**config.mk**
```make
export PLATFORM = sky130hd
export DESIGN_NAME = rvt_regs
export DESIGN_NICKNAME = d
export VERILOG_FILES = /design/src/design/rvt_regs.v
export VERILOG_INCLUDE_DIRS = /design/src /design/src/design
export SDC_FILE = /design/constraint.sdc
export NUM_CORES = 1
export LEC_CHECK = 0
export BUFFER_PORTS_ARGS = -buffer_cell sky130_fd_sc_hd__buf_2
export CORE_ASPECT_RATIO = 1.4
export CORE_UTILIZATION = 50
export DETAILED_ROUTE_END_ITERATION = 7
export PLACE_DENSITY = 0.83
export SLEW_MARGIN = 20
export SYNTH_ARGS = -nofsm -noshare
export SYNTH_HDL_FRONTEND = slang
export SYNTH_SLANG_ARGS = --single-unit
```
**constraint.sdc**
```tcl
create_clock -name clock -period 2.2 [get_ports clock]
set_input_delay 0.55 -clock clock [delete_from_list [all_inputs] [get_ports clock]]
set_output_delay 0.55 -clock clock [all_outputs]
set_load 0.005 [all_outputs]
```
**src/design/rvt_consts.vh**
```
`ifndef RVT_CONSTS_VH
`define RVT_CONSTS_VH

// Register indices; byte address is four times the index
`define RVT_IDX_TX_TEST_MODE    10'h00D
`define RVT_IDX_BIAS_OVR_VAL    10'h3CC
`define RVT_IDX_OVR_EN          10'h3CD
`define RVT_IDX_CAL_CFG         10'h3D0
`define RVT_IDX_XTAL_CFG        10'h3D2
`define RVT_IDX_BAND_RESULT     10'h3DA
`define RVT_IDX_BIAS_RESULT     10'h3DB
`define RVT_IDX_PROBE_SEL       10'h3F8
`define RVT_IDX_PROBE_MUX       10'h3F9
`define RVT_IDX_PIN_FUNC        10'h3FA
`define RVT_IDX_DAC_GAIN        10'h3FD

// Reset values
`define RVT_RST_TX_TEST_MODE    8'h00
`define RVT_RST_BIAS_OVR_VAL    8'h00
`define RVT_RST_OVR_EN          8'h00
`define RVT_RST_CAL_CFG         8'h01
`define RVT_RST_XTAL_CFG        8'h00
`define RVT_RST_RESULT          8'h00
`define RVT_RST_PROBE_SEL       8'h00
`define RVT_RST_PROBE_MUX       8'h00
`define RVT_RST_PIN_FUNC        8'h00
`define RVT_RST_DAC_GAIN        8'h04

// Field positions
`define RVT_BAND_OVR_EN_BIT     0
`define RVT_BIAS_OVR_EN_BIT     1
`define RVT_QREF_LSB            2
`define RVT_QREF_MSB            5
`define RVT_CAL_CFG_MSB         3
`define RVT_XTAL_LSB            3
`define RVT_XTAL_MSB            5
`define RVT_PROBE_MUX_MSB       1
`define RVT_DAC_GAIN_MSB        3

// Field values
`define RVT_CAL_BYPASS          4'hF
`define RVT_CAL_ENABLE          4'h1
`define RVT_PROBE_SEL_RSSI      8'h64
`define RVT_PROBE_MUX_RSSI      2'h3

// Pin function codes
`define RVT_PF_SLICER           8'h21
`define RVT_PF_LIMITER          8'h40
`define RVT_PF_LIMITER_FILT     8'h41
`define RVT_PF_PKT_TX           8'h50
`define RVT_PF_PA_RAMP          8'h53
`define RVT_PF_SPORT_FIRST      8'hA0
`define RVT_PF_SPORT_LAST       8'hA8
`define RVT_PF_TEST_DAC         8'hC9

// Transmit test modes
`define RVT_TXM_NORMAL          8'h00
`define RVT_TXM_RANDOM          8'h01
`define RVT_TXM_PREAMBLE        8'h02
`define RVT_TXM_CARRIER         8'h03

`endif

```
**src/design/rvt_regs.v**
```verilog
// Summary of operation
// - Bias override replaces calibrated value when enabled.
// - Enable bit 1 gates bias override, reset 0.
// - Enable bit 0 gates band override, reset 0.
// - Enable bits 5:2 hold quadrature amplitude reference.
// - Calibration config 0xF skips calibration.
// - Config 0x1 calibrates on each tx/rx entry.
// - Crystal tuning word in bits 5:3.
// - Two read-only calibration results, reset zero.
// - Code 0x21 puts slicer on pin five.
// - Code 0x40 puts limiters on pins 0, 1.
// - Code 0x41 filtered and unfiltered limiter outputs.
// - Code 0x50 puts packet transmit data on pin 0.
// - Code 0x53 shows amplifier ramp done on pin 0.
// - Code 0xC9 puts test converter on pin 0.
// - Test mode 0 normal; 4-255 reserved.
// - Test mode 1 sends random data continuously.
// - Test mode 2 sends preamble continuously.
// - Test mode 3 sends carrier continuously.
// - Band override replaces calibrated band when enabled.
`include "rvt_consts.vh"
`default_nettype none

module rvt_regs #(
    parameter DW = 8
) (
    input  wire          clock,
    input  wire          rst_n,
    input  wire          psel,
    input  wire          penable,
    input  wire          pwrite,
    input  wire [11:0]   paddr,
    input  wire [31:0]   pwdata,
    output reg  [31:0]   prdata,
    output reg           pready,
    output reg           pslverr,
    input  wire [DW-1:0] cal_band_value,
    input  wire [DW-1:0] cal_bias_value,
    input  wire          cal_done,
    input  wire          enter_tx_rx,
    input  wire [DW-1:0] osc_band_override_value,
    input  wire          slicer_out,
    input  wire          lim_q,
    input  wire          lim_i,
    input  wire          lim_q_filt,
    input  wire          lim_i_filt,
    input  wire          pkt_tx_data,
    input  wire          pa_ramp_done,
    input  wire          test_dac_bit,
    input  wire          dflt_gp0,
    input  wire          dflt_gp1,
    input  wire          dflt_gp2,
    input  wire          dflt_irq,
    input  wire          dflt_gp5,
    output reg  [DW-1:0] osc_band_dac_q,
    output reg  [DW-1:0] osc_bias_dac_q,
    output reg  [3:0]    quad_phase_amplitude_ref_q,
    output reg  [2:0]    crystal_tuning_word_q,
    output reg           cal_start_q,
    output reg  [DW-1:0] probe_select_q,
    output reg  [1:0]    probe_mux_q,
    output reg           analog_probe_rssi_q,
    output reg  [3:0]    test_dac_gain_q,
    output reg           sport_en_q,
    output reg  [3:0]    sport_mode_q,
    output reg           tx_random_q,
    output reg           tx_preamble_q,
    output reg           tx_carrier_q,
    output reg           general_pin_zero_q,
    output reg           general_pin_one_q,
    output reg           general_pin_two_q,
    output reg           interrupt_general_pin_q,
    output reg           general_pin_five_q
);

    // Software-visible storage
    reg [DW-1:0] tx_mode_q;
    reg [DW-1:0] bias_ovr_q;
    reg [DW-1:0] ovr_en_q;
    reg [DW-1:0] cal_cfg_q;
    reg [DW-1:0] xtal_cfg_q;
    reg [DW-1:0] band_res_q;
    reg [DW-1:0] bias_res_q;
    reg [DW-1:0] probe_sel_q;
    reg [DW-1:0] probe_mx_q;
    reg [DW-1:0] pin_func_q;
    reg [DW-1:0] dac_gain_q;

    // Bus decode
    wire [9:0]   idx;
    wire         setup;
    wire         wr_take;
    reg  [DW-1:0] rd_d;
    reg          hit_d;
    wire [DW-1:0] wdat;

    assign idx     = paddr[11:2];
    assign setup   = psel & ~penable;
    assign wr_take = psel & penable & pready & pwrite & ~pslverr;
    assign wdat    = pwdata[DW-1:0];

    // Read mux and address map check
    always @* begin
        rd_d  = {DW{1'b0}};
        hit_d = 1'b1;
        if (paddr[1:0] != 2'b00) begin
            hit_d = 1'b0;
        end else begin
            case (idx)
                `RVT_IDX_TX_TEST_MODE: rd_d = tx_mode_q;
                `RVT_IDX_BIAS_OVR_VAL: rd_d = bias_ovr_q;
                `RVT_IDX_OVR_EN:       rd_d = ovr_en_q;
                `RVT_IDX_CAL_CFG:      rd_d = cal_cfg_q;
                `RVT_IDX_XTAL_CFG:     rd_d = xtal_cfg_q;
                `RVT_IDX_BAND_RESULT:  rd_d = band_res_q;
                `RVT_IDX_BIAS_RESULT:  rd_d = bias_res_q;
                `RVT_IDX_PROBE_SEL:    rd_d = probe_sel_q;
                `RVT_IDX_PROBE_MUX:    rd_d = probe_mx_q;
                `RVT_IDX_PIN_FUNC:     rd_d = pin_func_q;
                `RVT_IDX_DAC_GAIN:     rd_d = dac_gain_q;
                default:               hit_d = 1'b0;
            endcase
        end
    end

    // APB answer: one access cycle, registered response
    always @(posedge clock) begin
        if (!rst_n) begin
            prdata  <= 32'h00000000;
            pready  <= 1'b0;
            pslverr <= 1'b0;
        end else if (setup) begin
            pready  <= 1'b1;
            pslverr <= ~hit_d;
            prdata  <= (pwrite | ~hit_d) ? 32'h00000000 : {{(32-DW){1'b0}}, rd_d};
        end else begin
            prdata  <= 32'h00000000;
            pready  <= 1'b0;
            pslverr <= 1'b0;
        end
    end

    // Writable registers, full width kept
    always @(posedge clock) begin
        if (!rst_n) begin
            tx_mode_q   <= `RVT_RST_TX_TEST_MODE;
            bias_ovr_q  <= `RVT_RST_BIAS_OVR_VAL;
            ovr_en_q    <= `RVT_RST_OVR_EN;
            cal_cfg_q   <= `RVT_RST_CAL_CFG;
            xtal_cfg_q  <= `RVT_RST_XTAL_CFG;
            probe_sel_q <= `RVT_RST_PROBE_SEL;
            probe_mx_q  <= `RVT_RST_PROBE_MUX;
            pin_func_q  <= `RVT_RST_PIN_FUNC;
            dac_gain_q  <= `RVT_RST_DAC_GAIN;
        end else if (wr_take) begin
            case (idx)
                `RVT_IDX_TX_TEST_MODE: tx_mode_q   <= wdat;
                `RVT_IDX_BIAS_OVR_VAL: bias_ovr_q  <= wdat;
                `RVT_IDX_OVR_EN:       ovr_en_q    <= wdat;
                `RVT_IDX_CAL_CFG:      cal_cfg_q   <= wdat;
                `RVT_IDX_XTAL_CFG:     xtal_cfg_q  <= wdat;
                `RVT_IDX_PROBE_SEL:    probe_sel_q <= wdat;
                `RVT_IDX_PROBE_MUX:    probe_mx_q  <= wdat;
                `RVT_IDX_PIN_FUNC:     pin_func_q  <= wdat;
                `RVT_IDX_DAC_GAIN:     dac_gain_q  <= wdat;
                default:               tx_mode_q   <= tx_mode_q;
            endcase
        end
    end

    // Calibration results captured from the calibrator
    always @(posedge clock) begin
        if (!rst_n) begin
            band_res_q <= `RVT_RST_RESULT;
            bias_res_q <= `RVT_RST_RESULT;
        end else if (cal_done) begin
            band_res_q <= cal_band_value;
            bias_res_q <= cal_bias_value;
        end
    end

    // Oscillator controls with override selection
    always @(posedge clock) begin
        if (!rst_n) begin
            osc_band_dac_q             <= {DW{1'b0}};
            osc_bias_dac_q             <= {DW{1'b0}};
            quad_phase_amplitude_ref_q <= 4'h0;
            crystal_tuning_word_q      <= 3'h0;
        end else begin
            osc_band_dac_q <= ovr_en_q[`RVT_BAND_OVR_EN_BIT] ?
                osc_band_override_value : cal_band_value;
            osc_bias_dac_q <= ovr_en_q[`RVT_BIAS_OVR_EN_BIT] ?
                bias_ovr_q : cal_bias_value;
            quad_phase_amplitude_ref_q <=
                ovr_en_q[`RVT_QREF_MSB:`RVT_QREF_LSB];
            crystal_tuning_word_q <=
                xtal_cfg_q[`RVT_XTAL_MSB:`RVT_XTAL_LSB];
        end
    end

    // Calibration request on entry to transmit or receive
    always @(posedge clock) begin
        if (!rst_n) begin
            cal_start_q <= 1'b0;
        end else begin
            cal_start_q <= enter_tx_rx &
                (cal_cfg_q[`RVT_CAL_CFG_MSB:0] != `RVT_CAL_BYPASS);
        end
    end

    // Analog probe and test converter settings
    always @(posedge clock) begin
        if (!rst_n) begin
            probe_select_q      <= {DW{1'b0}};
            probe_mux_q         <= 2'h0;
            analog_probe_rssi_q <= 1'b0;
            test_dac_gain_q     <= 4'h4;
        end else begin
            probe_select_q      <= probe_sel_q;
            probe_mux_q         <= probe_mx_q[`RVT_PROBE_MUX_MSB:0];
            analog_probe_rssi_q <= (probe_sel_q == `RVT_PROBE_SEL_RSSI) &
                (probe_mx_q[`RVT_PROBE_MUX_MSB:0] == `RVT_PROBE_MUX_RSSI);
            test_dac_gain_q     <= dac_gain_q[`RVT_DAC_GAIN_MSB:0];
        end
    end

    // Transmit test mode decode; zero and reserved codes act as normal
    always @(posedge clock) begin
        if (!rst_n) begin
            tx_random_q   <= 1'b0;
            tx_preamble_q <= 1'b0;
            tx_carrier_q  <= 1'b0;
        end else begin
            tx_random_q   <= (tx_mode_q == `RVT_TXM_RANDOM);
            tx_preamble_q <= (tx_mode_q == `RVT_TXM_PREAMBLE);
            tx_carrier_q  <= (tx_mode_q == `RVT_TXM_CARRIER);
        end
    end

    // Serial port mode decode
    wire sport_hit;
    wire [DW-1:0] sport_off;
    assign sport_hit = (pin_func_q >= `RVT_PF_SPORT_FIRST) &
                       (pin_func_q <= `RVT_PF_SPORT_LAST);
    assign sport_off = pin_func_q - `RVT_PF_SPORT_FIRST;

    always @(posedge clock) begin
        if (!rst_n) begin
            sport_en_q   <= 1'b0;
            sport_mode_q <= 4'h0;
        end else begin
            sport_en_q   <= sport_hit;
            sport_mode_q <= sport_hit ? sport_off[3:0] : 4'h0;
        end
    end

    // Pin function multiplexer
    reg p0_d;
    reg p1_d;
    reg p2_d;
    reg p3_d;
    reg p5_d;

    always @* begin
        p0_d = dflt_gp0;
        p1_d = dflt_gp1;
        p2_d = dflt_gp2;
        p3_d = dflt_irq;
        p5_d = dflt_gp5;
        case (pin_func_q)
            `RVT_PF_SLICER: begin
                p5_d = slicer_out;
            end
            `RVT_PF_LIMITER: begin
                p0_d = lim_q;
                p1_d = lim_i;
            end
            `RVT_PF_LIMITER_FILT: begin
                p0_d = lim_q_filt;
                p1_d = lim_i_filt;
                p2_d = lim_q;
                p3_d = lim_i;
            end
            `RVT_PF_PKT_TX: begin
                p0_d = pkt_tx_data;
            end
            `RVT_PF_PA_RAMP: begin
                p0_d = pa_ramp_done;
            end
            `RVT_PF_TEST_DAC: begin
                p0_d = test_dac_bit;
            end
            default: begin
                p0_d = dflt_gp0;
            end
        endcase
    end

    // Registered pin drive
    always @(posedge clock) begin
        if (!rst_n) begin
            general_pin_zero_q      <= 1'b0;
            general_pin_one_q       <= 1'b0;
            general_pin_two_q       <= 1'b0;
            interrupt_general_pin_q <= 1'b0;
            general_pin_five_q      <= 1'b0;
        end else begin
            general_pin_zero_q      <= p0_d;
            general_pin_one_q       <= p1_d;
            general_pin_two_q       <= p2_d;
            interrupt_general_pin_q <= p3_d;
            general_pin_five_q      <= p5_d;
        end
    end

endmodule

`default_nettype wire

```
==> impl_results.md, run 1 <==
- Outcome: complete, no violations
- Inserted Diodes: 0
- RSZ-0062 raised after global routing: false
- Share of cells above drive strength 1: 24.64%
- # placed instances: 970
- Post-cts hold buffer count: 0
- Max Buffers Root-to-Sink: 2
- First-pass GRT wire length: 26050 µm
- Finished Cell Area: 0.008023 mm²
- Initial antenna violation count: 0
- Main synth FF type: dfxtp_1
- PD cells: 763.4 mW/mm²
- Endpoints failing setup: 0
- Vias per cell: 5.225
- Final period demand of the worst path: 1.683 ns
- Via count: 5235
- Clk root buf: clkbuf_16
- Final setup TNS: 0 ns
- Clk_skew: 0.008393 ns
- Post-synthesis compound-gate area fraction: 9.300%
- Gpl congestion: 0.9260
- Leak: 3.423 nW
- Synth cell types: 61
- DR iter-0 viols: 309
- Post-Syn Area per Cell: 9.674 µm²
- Hold Violations, Final: 0
- FFs w/ async S/R, synth: 0%
- Number of iterations in the first detailed-routing pass: 5
- Ys Warns: 0
- Drt total wl: 16810 µm
- Cell Area, Synth: 0.006646 mm²
- Die area: 0.01376 mm²
- Final WS setup: 0.5174 ns
- Max Used Layer: met4
- Total clock sinks: 150
- CTS buffer count: 17
- Initial core utilization: 51.38%
- Critical-path top delay cell: or4_1
- H-tree levels: 4
- Core Footprint: 0.01294 mm²
- Largest family of logic cells by synthesized area: simple AND/OR/NAND/NOR gates
- Ports: 174
- Drt wl/cell: 16.78 µm
- R2R cell count: 4
- Vias in the first global route: 5023
- Post-placement cell area: 0.007415 mm²
- Mux cell area share after synthesis: 15.74%
- Post-Synth Adder-Cell Area: 0%
- DRC violation count after routing: 0
- Post-synthesis register bit count: 150
- Post-synth EDFFs: 0
- Die Y: 138.4 µm
- Slew Limit Fails: 0
- Met2 wire len: 8094 µm
- Routed wl met3: 934 µm
- MaxCap Viol Count: 0
- Clock Latency Late Sink: 0.42 ns
- Mapped Cells: 687
- HPWL Detailed: 12010 µm
- Layout area overhead: 20.71%
- Crit path cell chain: buf_2 -> nand3b_1 -> or4_1 -> a21oi_1 -> o21ai_2 -> a31oi_1
- Port buffer count: 125
- Smallest hold slack: 0.3676 ns
- Wl on met1: 7179 µm
- Final antenna-violating net count: 0
- Worst EP required: 2.54 ns
- Peak VDD IR: 0.0005296 V
- Global router's overall resource usage: 24.84%
- Critical path's largest stage delay: 0.42 ns
- Overall power: 6.124 mW
- GR Overflow Total: 0
- Worst relative slew slack: 64.88%
- Worst-path clk slew: 0.06 ns
- Post-CTS setup buffers: 0
- Critical Path Source Type: input port
- Post-synthesis simple-gate area fraction: 23.51%
- Fin cells: 1002
- Die X-Extent: 99.44 µm
- CP Capture Type: flip-flop
- Highest Clock Rate: 0.5943 GHz
- Resized Gates After CTS: 0
- Seq/Total Area, Yosys: 45.18%
- Hold crit path type: input port to flip-flop
- Nets: 899
- Pre-CTS WS: 0.1272 ns
- TritonCTS clock tree: done
- Period utilization: 76.48%
- Util after Layout: 62.02%
- Num rows: 49
- Worst setup path class: input port to flip-flop
- Slew @ Worst Pin: 0.5268 ns
- Pin count of the biggest net entering global routing: 91
- Worst EP arrival: 2.02 ns
- CP Max Fanout: 8
- Hold Path Cell Cnt: 2
- Post-Synth XOR/XNOR Area: 0.1318%
## area by class of cell
class | instances | area (µm²)
flip-flops and latches | 150 | 3003
clock buffers | 21 | 460.4
clock inverters | 11 | 147.6
well taps | 178 | 222.7
inverters | 2 | 7.507
fillers | 1116 | 4913
multi-input cells | 486 | 3326
repair buffers | 154 | 855.8
## sequential cells by signal (all words and copies together) (netlist names), 2 cells and up
| register | count |
|---|---|
| sport_mode_q | 4 |
| probe_sel_q | 8 |
| osc_bias_dac_q | 8 |
| probe_select_q | 8 |
| crystal_tuning_word_q | 3 |
| ovr_en_q | 8 |
| pin_func_q | 8 |
| xtal_cfg_q | 8 |
| prdata | 8 |
| band_res_q | 8 |
| probe_mx_q | 8 |
| bias_res_q | 8 |
| bias_ovr_q | 8 |
| cal_cfg_q | 8 |
| osc_band_dac_q | 8 |
| dac_gain_q | 8 |
| quad_phase_amplitude_ref_q | 4 |
| probe_mux_q | 2 |
| test_dac_gain_q | 4 |
| tx_mode_q | 8 |
## synth_stat cells (4+ instances only)
master    count  area share [%]
a21boi_0     15             1.7
a21boi_1      8            0.90
a21oi_1       6            0.45
a22o_1       11             1.4
a31oi_1      20             1.9
and2_1       28             2.6
and3_1       12             1.1
buf_2         9            0.68
buf_4        28             3.2
clkbuf_1     31             1.8
dfxtp_1     150              45
mux2_2        4            0.68
mux2i_1     100              15
nand2_1      75             4.2
nand3_1      16             1.2
nand4_1       5            0.47
nor2_1       10            0.56
nor2b_1      86             8.1
nor3_1        8            0.60
nor4_1        4            0.38
o21ai_0       8            0.60
## cell usage in the layout, fill, tap and decap left out, types with 10 or more instances in the layout
master,netlist,final
mux2i_1,100,100
buf_4,28,28
nand3_1,16,16
a31oi_1,20,20
nor2b_1,86,86
and3_1,12,12
a21boi_0,15,15
clkbuf_16,0,17
and2_1,28,28
dfxtp_1,150,150
buf_2,9,125
a22o_1,11,11
conb_1,1,24
nand2_1,75,75
nor2_1,10,10
## report_power, final
group | internal, mW | switching, mW
registers | 2.76 | 0.0157
clock network | 1.85 | 1.14
logic | 0.157 | 0.206
total | 4.76 | 1.36
## critical path, delay by kind of cell
family | cells | cell delay (ns)
AOI/OAI and AO/OA | 3 | 0.68
buffers and inverters | 1 | 0.15
and+or+nand+nor | 2 | 0.64
## metal layers
layer,vias to the layer above,track usage [%]
met4,0,12.07
met2,209,40.72
met1,2415,30.66
met5,-,0
met3,41,5.511
li1,2570,-
## final timing paths
check,start,endpoint,slack (ns)
max,paddr[4],prdata[3],0.52
min reg2reg,xtal_cfg_q[1],xtal_cfg_q[1],0.46
min,paddr[0],pslverr,0.37
max reg2reg,tx_mode_q[4],tx_carrier_q,0.61
## kinds of logic (layout without fill, tap and decap cells)
group                     after synthesis  in the layout
and+or+nand+nor                       274            274
AOI/OAI and AO/OA                      83             83
DFF                                   150            150
muxes                                 104            104
other                                   1             24
buffers and inverters                  74            188
xor gates and xnor gates                1              1
No activity file was read; power rests on OpenSTA's default activity.
==> inputs of run 2 (changes only) <==
==> constraint.sdc (replaced) <==
create_clock -name clock -period 1.56 [get_ports clock]
set_input_delay 0.39 -clock clock [delete_from_list [all_inputs] [get_ports clock]]
set_output_delay 0.39 -clock clock [all_outputs]
set_load 0.005 [all_outputs]
==> run 2 against run 1 <==
  * Setup slack got worse by 0.49 ns
  * Count of clock-buffer cells in the layout down 1
  * Via count is 7.1% higher
  * Global-route usage is 2.0 points higher
  * Utilization up 3.9 points
  * Final area grew 6.3%
  * Worst hold slack worse by 0.17 ns
  * Critical path depth is 1 higher
  * Register-to-register slack got worse by 0.59 ns
  * Cell count up 5.1%
  * Sequential share of layout area down 2.2 points
  * Clock power increased by 39%
==> impl_results.md, run 2 (same netlist as run 1, synthesis figures left out) <==
- Outcome: complete, no violations
- Max Buffers Root-to-Sink: 2
- Hold Violations, Final: 0
- Critical path's largest stage delay: 0.32 ns
- Num rows: 49
- Critical-path top delay cell: dfxtp_1
- Peak VDD IR: 0.0005751 V
- Commonest non-fill, non-tap cell in the layout: dfxtp_1
- HPWL Detailed: 13140 µm
- Leak: 3.714 nW
- DR iter-0 viols: 331
- Drt wl/cell: 17.30 µm
- Final setup TNS: 0 ns
- TritonCTS clock tree: done
- Initial core utilization: 51.38%
- Ports: 174
- Smallest hold slack: 0.2016 ns
- Via count: 5606
- Highest Clock Rate: 0.6514 GHz
- Core Footprint: 0.01294 mm²
- Clk_skew: 0.007296 ns
- RSZ-0062 raised after global routing: true
- Layout area overhead: 28.31%
- MaxCap Viol Count: 0
- Most frequent cells in the layout: dfxtp_1, buf_2, mux2i_1
- First-pass GRT wire length: 28100 µm
- CP Max Fanout: 12
- Fill cells: 1013
- H-tree levels: 4
- Endpoints failing setup: 0
- GR Overflow Total: 0
- Port buffer count: 125
- PD cells: 1016 mW/mm²
- Worst-path clk slew: 0.06 ns
- Hold crit path type: input port to flip-flop
- Worst EP arrival: 1.85 ns
- Slew Limit Fails: 0
- Finished Cell Area: 0.008528 mm²
- Clock Latency Late Sink: 0.42 ns
- Die area: 0.01376 mm²
- CP Capture Type: flip-flop
- Initial antenna violation count: 0
- Period utilization: 98.41%
- Final antenna-violating net count: 0
- Gpl congestion: 0.9472
- Clk root buf: clkbuf_16
- Die Y: 138.4 µm
- Critical Path Source Type: flip-flop
- CTS buffer count: 17
- Drt total wl: 18210 µm
- Worst setup path class: flip-flop to flip-flop
- Vias per cell: 5.324
- Final period demand of the worst path: 1.535 ns
- Post-cts hold buffer count: 0
- Post-placement cell area: 0.007904 mm²
- Die X-Extent: 99.44 µm
- Inserted Diodes: 0
- Total clock sinks: 150
- Worst EP required: 1.87 ns
- Global router's overall resource usage: 26.83%
- Nets: 950
- Pin count of the biggest net entering global routing: 83
- Overall power: 8.668 mW
- Crit path cell chain: nand4_1 -> nor2_2 -> buf_6 -> and3_1 -> buf_4 -> mux2i_1 -> nor2b_1
- Share of cells above drive strength 1: 29.49%
- DRC violation count after routing: 0
- Number of iterations in the first detailed-routing pass: 7
- Vias in the first global route: 5446
-- run 2: final timing paths --
kind	endpoint	slack, ns	depth (start not counted)	from
worst max register to register	pin_func_q[4]	0.02	7	pready
worst min-delay path	cal_start_q	0.20	3	enter_tx_rx
worst max-delay path	pin_func_q[4]	0.02	7	pready
worst min register to register	xtal_cfg_q[2]	0.46	2	xtal_cfg_q[2]
-- run 2: area by class of cell --
cell class / count / area, µm² / share of cell area, %
clock buffers: 20 / 446.7 / 5.238
clock inverters: 12 / 153.9 / 1.805
inverters: 2 / 7.507 / 0.08803
multi-input cells: 486 / 3364 / 39.45
flip-flops and latches: 150 / 3003 / 35.21
well taps: 178 / 222.7 / 2.612
repair buffers: 205 / 1330 / 15.60
-- run 2: power breakdown --
group | internal (mW) | switching (mW) | total, mW
sequential | 3.89 | 0.0241 | 3.91
combinational | 0.280 | 0.318 | 0.597
clock | 2.55 | 1.60 | 4.16
total | 6.72 | 1.95 | 8.67
-- run 2: layer usage --
layer	routed length (µm)	up-vias	part of all wire, %	global-route usage [%]
li1	-	2679	-	-
met1	7166	2647	39	29.58
met2	9179	220	50	47.30
met3	890	60	4.9	4.904
met4	977	0	5.4	16.10
met5	0	-	0	0
-- run 2: timing repair --
item | in CTS | in global routing
gates resized for setup | 2 | 3
pin swaps | 1 | 0
endpoints found under the hold margin | 0 | 0
setup buffers | 0 | 0
setup endpoints to repair | 3 | 21
-- run 2: through the flow --
step	instances	util [%]	setup slack, ns
finish	1053	65.93	0.02474
global route	1053	65.93	-0.05224
CTS	1053	65.84	0.03812
detailed placement	1021	61.10	-0.2905
global placement	1021	61.10	-0.2398
floorplan	710	-	-0.05345
-- run 2: worst max-delay path: cells and delay by family, from the launching register on --
family | cells | cell delay, ns
flip-flops | 1 | 0.32
AND/OR/NAND/NOR | 4 | 0.55
multiplexers | 1 | 0.23
buffers and inverters | 2 | 0.33
